File: config.mk
export PLATFORM = sky130hd
export DESIGN_NAME = xor_accumulator_with_file
export DESIGN_NICKNAME = d
export VERILOG_FILES = /design/src/include/xor_acc_pkg.sv /design/src/rtl/xor_opcode_decode.sv /design/src/rtl/xor_accumulator_with_file.sv
export SDC_FILE = /design/constraint.sdc
export NUM_CORES = 2
export LEC_CHECK = 0
export ABC_AREA = 1
export BUFFER_PORTS_ARGS = -buffer_cell sky130_fd_sc_hd__buf_2
export CAP_MARGIN = 30
export CORE_UTILIZATION = 40
export CTS_CLUSTER_DIAMETER = 40
export DETAILED_ROUTE_END_ITERATION = 10
export SLEW_MARGIN = 5
export SYNTH_ARGS = -nofsm -noshare
export SYNTH_HDL_FRONTEND = slang
export SYNTH_SLANG_ARGS = --single-unit
File: constraint.sdc
create_clock -name clk_in -period 2.3 [get_ports clk_in]
set_input_delay 0.115 -clock clk_in [delete_from_list [all_inputs] [get_ports clk_in]]
set_output_delay 0.115 -clock clk_in [all_outputs]
set_load 0.01 [all_outputs]
File: src/include/xor_acc_pkg.sv
// constants shared by the xor accumulator datapath and its decoder
// assumes a 14-bit instruction word and an 8-bit data path
package xor_acc_pkg;
	// ***********************************************************
	// instruction word layout
	// ***********************************************************
	localparam int unsigned INSTR_W      = 14;
	localparam int unsigned OPC_MSB      = 13;
	localparam int unsigned OPC_LSB      = 8;
	localparam int unsigned OPC_W        = 6;
	localparam int unsigned DEST_BIT     = 7;
	localparam int unsigned ADDR_MSB     = 6;
	localparam int unsigned ADDR_LSB     = 0;
	localparam int unsigned FILE_ADDR_W  = 7;
	localparam logic [5:0]  XOR_OPCODE   = 6'h06;

	// ***********************************************************
	// data path and reset values
	// ***********************************************************
	localparam int unsigned DATA_W       = 8;
	localparam int unsigned FILE_DEPTH   = 128;
	localparam logic [7:0]  ACC_RST      = 8'h00;
	localparam logic [7:0]  FILE_RST     = 8'h00;
	localparam logic        ZERO_RST     = 1'b0;
	localparam logic        DEST_ACC     = 1'b0;
	localparam logic        DEST_FILE    = 1'b1;
endpackage : xor_acc_pkg

File: src/rtl/xor_opcode_decode.sv
// splits an instruction word into opcode match, destination and address
// assumes the word is stable for the cycle in which it is presented
`timescale 1ns/1ps
module xor_opcode_decode #(
	parameter int unsigned AW = xor_acc_pkg::FILE_ADDR_W
) (
	// instruction word
	input  wire logic [xor_acc_pkg::INSTR_W-1:0] word_in,
	// decoded fields
	output logic                                 match_out,
	output logic                                 dest_out,
	output logic [AW-1:0]                        addr_out
);
	assign match_out = (word_in[xor_acc_pkg::OPC_MSB:xor_acc_pkg::OPC_LSB]
		== xor_acc_pkg::XOR_OPCODE);
	assign dest_out  = word_in[xor_acc_pkg::DEST_BIT];
	assign addr_out  = word_in[AW-1:0];
endmodule : xor_opcode_decode

File: src/rtl/xor_accumulator_with_file.sv
// accumulator, 128-entry file and zero flag with the xor-with-file step
// assumes the decoder presents one instruction word per core cycle
// Function
// - decode opcode 000110, dest bit, 7-bit address
// - result is accumulator xor addressed file register
// - dest 0 writes accumulator, file unchanged
// - dest 1 writes file register, accumulator unchanged
`timescale 1ns/1ps
module xor_accumulator_with_file #(
	parameter int unsigned DW    = xor_acc_pkg::DATA_W,
	parameter int unsigned DEPTH = xor_acc_pkg::FILE_DEPTH,
	parameter int unsigned AW    = xor_acc_pkg::FILE_ADDR_W
) (
	// clock and reset
	input  wire logic                                clk_in,
	input  wire logic                                rst_n_in,
	// instruction from the decoder
	input  wire logic                                instr_valid_in,
	input  wire logic [xor_acc_pkg::INSTR_W-1:0]     instr_word_in,
	// loads from other instructions
	input  wire logic                                acc_load_in,
	input  wire logic [DW-1:0]                       acc_load_data_in,
	input  wire logic                                file_wr_in,
	input  wire logic [AW-1:0]                       file_wr_addr_in,
	input  wire logic [DW-1:0]                       file_wr_data_in,
	// file read-back
	input  wire logic [AW-1:0]                       file_rd_addr_in,
	output logic      [DW-1:0]                       file_rd_data_out,
	// state
	output logic      [DW-1:0]                       acc_out,
	output logic                                     zero_flag_out,
	output logic                                     exec_out
);
	// ***********************************************************
	// decode
	// ***********************************************************
	logic          match;
	logic          dest;
	logic [AW-1:0] addr;
	logic          exec;
	logic [DW-1:0] result;

	logic [DW-1:0] acc_ff;
	logic          zero_ff;
	logic [DW-1:0] rd_data_ff;
	logic [DW-1:0] file_mem [DEPTH];

	// the field split sits in its own module so that other instruction
	// steps of the core can reuse it without copying the layout
	xor_opcode_decode #(
		.AW        (AW)
	) u_decode (
		.word_in   (instr_word_in),
		.match_out (match),
		.dest_out  (dest),
		.addr_out  (addr)
	);

	assign exec   = instr_valid_in && match;
	assign result = acc_ff ^ file_mem[addr];

	// ***********************************************************
	// accumulator
	// ***********************************************************
	// the xor step wins over a plain load in the same cycle, because the
	// core never issues both at once and the instruction is the one in flight
	always_ff @(posedge clk_in) begin
		if (!rst_n_in) begin
			acc_ff <= xor_acc_pkg::ACC_RST;
		end else if (exec) begin
			if (dest == xor_acc_pkg::DEST_ACC) begin
				acc_ff <= result;
			end
		end else if (acc_load_in) begin
			acc_ff <= acc_load_data_in;
		end
	end

	// ***********************************************************
	// file registers
	// ***********************************************************
	always_ff @(posedge clk_in) begin
		if (!rst_n_in) begin
			// clearing the whole file costs a wide reset fan-out; it keeps
			// every register at a known value for the first instruction
			for (int i = 0; i < int'(DEPTH); i++) begin
				file_mem[i] <= xor_acc_pkg::FILE_RST;
			end
		end else if (exec) begin
			if (dest == xor_acc_pkg::DEST_FILE) begin
				file_mem[addr] <= result;
			end
		end else if (file_wr_in) begin
			file_mem[file_wr_addr_in] <= file_wr_data_in;
		end
	end

	// read-back shows the value before any write of the same edge
	always_ff @(posedge clk_in) begin
		if (!rst_n_in) begin
			rd_data_ff <= xor_acc_pkg::FILE_RST;
		end else begin
			rd_data_ff <= file_mem[file_rd_addr_in];
		end
	end

	// ***********************************************************
	// zero flag
	// ***********************************************************
	// loads from other instructions leave the flag alone; only the xor
	// step reports on its own result
	always_ff @(posedge clk_in) begin
		if (!rst_n_in) begin
			zero_ff <= xor_acc_pkg::ZERO_RST;
		end else if (exec) begin
			zero_ff <= (result == '0);
		end
	end

	// ***********************************************************
	// outputs
	// ***********************************************************
	// exec_out is left combinational so the core sees the hit in-cycle
	assign acc_out          = acc_ff;
	assign zero_flag_out    = zero_ff;
	assign file_rd_data_out = rd_data_ff;
	assign exec_out         = exec;

	// ***********************************************************
	// checks
	// ***********************************************************
	// opcode field seen by the checks straight from the word, so a fault
	// in the decoder module does not hide behind its own output
	logic [xor_acc_pkg::OPC_W-1:0] chk_opcode;
	assign chk_opcode =
		instr_word_in[xor_acc_pkg::OPC_MSB:xor_acc_pkg::OPC_LSB];

	property p_decode;
		@(posedge clk_in) disable iff (!rst_n_in)
		exec == (instr_valid_in &&
			chk_opcode == xor_acc_pkg::XOR_OPCODE);
	endproperty
	a_decode: assert property (p_decode)
		else $error("opcode decode mismatch");

	// a_result and a_acc_value rebuild the xor from the old operands; a_to_acc and a_to_file compare against result
	property p_result;
		@(posedge clk_in) disable iff (!rst_n_in)
		(exec && dest == xor_acc_pkg::DEST_FILE) |=>
			(file_mem[$past(addr)] ==
			($past(acc_ff) ^ $past(file_mem[addr])));
	endproperty
	a_result: assert property (p_result)
		else $error("xor result wrong in file register");

	property p_acc_value;
		@(posedge clk_in) disable iff (!rst_n_in)
		(exec && dest == xor_acc_pkg::DEST_ACC) |=>
			(acc_ff == ($past(acc_ff) ^ $past(file_mem[addr])));
	endproperty
	a_acc_value: assert property (p_acc_value)
		else $error("xor result wrong in accumulator");

	property p_to_acc;
		@(posedge clk_in) disable iff (!rst_n_in)
		(exec && !dest) |=> (acc_ff == $past(result)) &&
			(file_mem[$past(addr)] == $past(file_mem[addr]));
	endproperty
	a_to_acc: assert property (p_to_acc)
		else $error("dest 0 did not land in accumulator only");

	property p_to_file;
		@(posedge clk_in) disable iff (!rst_n_in)
		(exec && dest) |=> (file_mem[$past(addr)] == $past(result)) &&
			$stable(acc_ff);
	endproperty
	a_to_file: assert property (p_to_file)
		else $error("dest 1 did not land in file only");

	property p_zero;
		@(posedge clk_in) disable iff (!rst_n_in)
		exec |=> (zero_ff == ($past(acc_ff) == $past(file_mem[addr])));
	endproperty
	a_zero: assert property (p_zero)
		else $error("zero flag wrong after xor");

	property p_zero_hold;
		@(posedge clk_in) disable iff (!rst_n_in)
		!exec ##1 rst_n_in |-> $stable(zero_ff);
	endproperty
	a_zero_hold: assert property (p_zero_hold)
		else $error("zero flag moved without xor");

	property p_zero_load;
		@(posedge clk_in) disable iff (!rst_n_in)
		(!exec && (acc_load_in || file_wr_in)) |=> $stable(zero_ff);
	endproperty
	a_zero_load: assert property (p_zero_load)
		else $error("zero flag moved on a plain load");

	property p_refuse;
		@(posedge clk_in) disable iff (!rst_n_in)
		(instr_valid_in && chk_opcode != xor_acc_pkg::XOR_OPCODE) |->
			!exec;
	endproperty
	a_refuse: assert property (p_refuse)
		else $error("foreign opcode executed");

	property p_idle;
		@(posedge clk_in) disable iff (!rst_n_in)
		!instr_valid_in |-> !exec;
	endproperty
	a_idle: assert property (p_idle)
		else $error("executed without a valid word");

	// a side write in a cycle that executes with dest 0 must be dropped, not merged
	property p_side_file;
		@(posedge clk_in) disable iff (!rst_n_in)
		(exec && dest == xor_acc_pkg::DEST_ACC && file_wr_in) |=>
			(file_mem[$past(file_wr_addr_in)] ==
			$past(file_mem[file_wr_addr_in]));
	endproperty
	a_side_file: assert property (p_side_file)
		else $error("side write landed during xor");
endmodule : xor_accumulator_with_file

After elaboration in Yosys (flattened, before gate mapping):

Memories as Yosys holds them, arrays and structs flattened. A register that Yosys moved wholly into a read port is not among the register bits.
Cells that the tools add are included.
W data, S select, Z words.

* RAM bits: 1024
* bits of input ports: 49
* word-level logic and storage cells: 31
* memories: 1
* register bits after elaboration: 9
* output and inout bits: 18

Memories
* file_mem: words 128, bits a word 8, read ports 2, clocked after Yosys merged registers in 1, write ports 128, line xor_accumulator_with_file.sv:46 `logic [DW-1:0] file_mem [DEPTH];`

* reduce and logical (&&, ||, !) cells: 7
* muxes and demuxes: 18
* bitwise gates (word level): 1
* eq/ne operators: 2

Operators with widths (number)
* $mux W8: 5
* $reduce_or A8 Y1: 2
* $mux W7: 2
* $mux W1: 11
* $logic_not A8 Y1: 1
* $xor A8 B8 Y8: 1
* $eq A6 B3 Y1 const B: 1
* $ne A2 B2 Y1 const B: 1
* $reduce_and A2 Y1: 1
* $reduce_bool A2 Y1: 1
* $logic_and A1 B1 Y1: 1
* $logic_not A1 Y1: 1

Longest topological paths before layout:

* word-level depth: 8
* mapped depth: 20

Cells and area by module:

From an unflattened synthesis, not the netlist that was laid out.

* cell total of the unflattened synthesis: 6869
* area total of the unflattened synthesis: 57148.6 um2

By module, submodules not included
* xor_accumulator_with_file: area an instance 57059.7 um2, cells an instance 6854, times used 1
* xor_opcode_decode: area an instance 88.8 um2, cells an instance 15, times used 1

Worst setup path after synthesis:

Ideal clock, no wire load.

* kind: input to register
* start point: input port instr_word_in[11] in the netlist's numbering
* end point: memory file_mem[68][0] in the netlist's numbering, enable pin
* stages on the path: 14
* arrival time: 2207 ps
* path slack: -236 ps
* path through: inv_1 > nand4_1 > nor3_1 > and2_2 > inv_2 > nand3_2 > buf_4 > nand2_1 > o21ai_2 > inv_4 > nor4_2 > buf_4 > nand2_1 > nand2_1

RTL lines
* from (decl): line xor_accumulator_with_file.sv:19 `input wire logic [xor_acc_pkg::INSTR_W-1:0] instr_word_in,`
* to (decl): line xor_accumulator_with_file.sv:46

==> flow_metrics.tcl <==
set metrics [dict create \
    wl_per_cell_um 25.0 \
    firstDrtPassIters 8 \
    grt_pass1_wl_um 346000 \
    p_clk_frac 0.434 \
    period_share 1.08 \
    violations "setup timing" \
    finalCriticalPeriod_ns 2.49 \
    fmax_mhz 402 \
    p_comb_frac 0.183 \
    hpwlAfterDp_um 160000 \
    via_count 57049 \
    dpl_cell_area_sq_um 66600 \
    status "finished with violations" \
    place_congestion 0.991 \
    vias_per_cell 5.95 \
    syn_avg_cell_area_sq_um 8.20 \
    die_area_sq_um 143000 \
    wl_um 239000 \
    synth_fp_nets 6942 \
    hold_viol 0 \
    power.share.sequential 0.383 \
    cts_tree "built" \
    die_y_um 378 \
    final_area_sq_um 75700 \
    synth_warnings 0 \
    htreeDepth 4 \
    cap_violations 0 \
    place_ws_ns -0.698 \
    final_cell_mix "nor2_1, nand2_1, edfxtp_1" \
    switching_power_uw 16700 \
    grt_overflow 0 \
    insertion_delay_ns 0.82 \
    start_util 0.404 \
    antenna_found_initial 8 \
    syn_to_final_growth_pct 34.0 \
    placementRows 137 \
    track_usage 0.327 \
    top_usage_layer "met2" \
    dr.first_iter.drc_count 8017 \
    synth_seq_cells 1041 \
    final_common_cell "nor2_1" \
    drc 0 \
    setup_slack_ns -0.187 \
    root_buffer "clkbuf_16" \
    p_per_area_nw_per_um2 754 \
    power_leakage_uw 0.0305 \
    finalSetupViolations 876 \
    clkSlewWorstSetupHoldPaths_ns 0.07 \
    grtUsageMet3 0.0691 \
    fillers 12373 \
    met1_usage 0.448 \
    clock-sinks 1041 \
    io_pins 67 \
    core_area_sq_um 140000 \
    crit_path_end_kind "register" \
    switching_share 0.293 \
    drtAntennaViolNets 0 \
    synth_area_sq_um 56500 \
    max-vdd-ir-drop_v 0.000860 \
    tightest_slew_ns 1.05 \
    fin_worst_skew_ns 0.0470 \
    post-place-cells 9158 \
    start_kind "register" \
    grt_pass1_vias 52714 \
    synth_seq_area_share 0.550 \
    cts_max_path_buffers 3 \
    rsz0062_at_grt "true" \
    use_met2 0.489 \
    yosys.cell_types.count 33 \
    fin_tns_setup_ns -73.14 \
    cts-buffers-inserted 161 \
    final_util 0.542 \
    maxSlewViolCount 0 \
    required_ns 2.86 \
    slew_headroom 0.300 \
    fin_nets 7622 \
    setup.worst_path.class "register to register" \
    final_layout_size_suffix_gt1_frac 0.225 \
    synth_cells 6893 \
    hold_class "primary input to register" \
    portBuffers 66 \
    ff2ff_setup_slack_ns -0.19 \
    grt_max_degree 102 \
    internal-power_uw 40400 \
    die_x_um 378 \
    worstPathMaxFanout 8 \
    fin_cells 9590 \
    cp_data_arrival_time_ns 3.05 \
]
==> critical path: stages (launching register included) <==
cell and delay, ns:
edfxtp_1 0.44, nand2_1 0.10, nand3_1 0.09, nand3_2 0.10
nand2_2 0.08, nand2_1 0.08, nand3_2 0.10, nand3_2 0.09
nand3_4 0.09, buf_6 0.12, nand3b_1 0.11, nand3_2 0.10
o21ai_4 0.11, buf_12 0.15, buf_16 0.19, buf_6 0.12
buf_6 0.10, nor2_1 0.04
==> kinds of logic after synthesis <==
group / count (synthesis) / synth area share
flops: 1041 / 0.550
buf+inv: 618 / 0.0451
simple gates: 4220 / 0.304
compound gates: 1014 / 0.101
==> per-layer routing <==
metal  wire (um)  vias to the layer above
met5          44                        -
met4       13400                        8
met3       30000                      733
met2      103000                     3976
met1       93100                    27159
li1            -                    25173
==> per-stage QoR <==
stage | hold slack (ns) | power [uW]
after floorplan | 0.401 | 26000
after global placement | 0.511 | 30500
after detailed placement | 0.512 | 30600
after CTS | 0.00521 | 56500
after global routing | 0.0535 | 58400
final | 0.0486 | 57100
==> power by group through the flow <==
stage          registers, uW  logic (uW)  clock network (uW)
2_1_floorplan          22000        3960                   0
4_1_cts                21800        9750               24900
5_1_grt                21900       10800               25700
6_report               21900       10500               24800
3_3_place_gp           22200        8310                   0
3_5_place_dp           22200        8370                   0
==> synthesized netlist by cell type <==
cell type / number / area [sq um]
o21ai_2: 1 / 8.76
clkinv_1: 4 / 15.0
nor2_1: 1689 / 6340
nor3_1: 1 / 5.00
inv_1: 19 / 71.3
o21ai_0: 646 / 3230
dfxtp_1: 17 / 340
nor3_2: 1 / 10.0
buf_4: 2 / 15.0
nor4_2: 5 / 62.6
o21ai_4: 1 / 16.3
o21ai_1: 6 / 30.0
o221ai_1: 49 / 429
edfxtp_1: 1024 / 30700
nor3b_1: 1 / 7.51
o211ai_1: 30 / 225
inv_2: 8 / 30.0
and2_2: 1 / 7.51
nand3_1: 944 / 4720
a31oi_1: 8 / 50.1
nand3b_1: 5 / 37.5
nor4_4: 3 / 63.8
clkbuf_1: 367 / 1380
nand2_1: 1553 / 5830
buf_2: 175 / 876
a21oi_1: 16 / 80.1
buf_1: 42 / 158
inv_4: 1 / 6.26
o21bai_1: 1 / 7.51
o22ai_1: 256 / 1600
nand3_2: 1 / 10.0
or2_2: 15 / 93.8
nand4_1: 1 / 6.26
==> layout make-up <==
class,count,area (sq um),area share
Antenna cell,3,7.51,0.0000991
Multi-Input combinational cell,5234,24700,0.326
Clock buffer,179,4160,0.0549
Tap cell,1876,2350,0.0310
Clock inverter,122,1280,0.0169
Timing Repair Buffer,1103,12000,0.159
Sequential cell,1041,31100,0.410
Inverter,32,158,0.00208
==> worst paths after layout <==
path | start | endpoint | depth (start not counted)
worst max-delay path | file_mem[76][6] | file_mem[50][6] | 17
worst min-delay path | file_wr_data_in[2] | file_mem[87][2] | 5
worst max register to register | file_mem[76][6] | file_mem[50][6] | 17
worst min register to register | zero_flag_out | zero_flag_out | 2
==> flip-flops by register name, indices dropped and copies added, names as in the netlist <==
| signal | count |
|---|---|
| file_mem | 1024 |
| acc_out | 8 |
| file_rd_data_out | 8 |
| zero_flag_out | 1 |
==> timing repair <==
action,4_1_cts,5_1_grt
resized for setup,286,119
endpoints found under the setup margin,1022,1030
pin swaps,73,86
gates cloned,25,10
hold endpoints to repair,37,0
setup buffers,50,24
hold buffers,24,0
(Power assumes the default switching activity.)
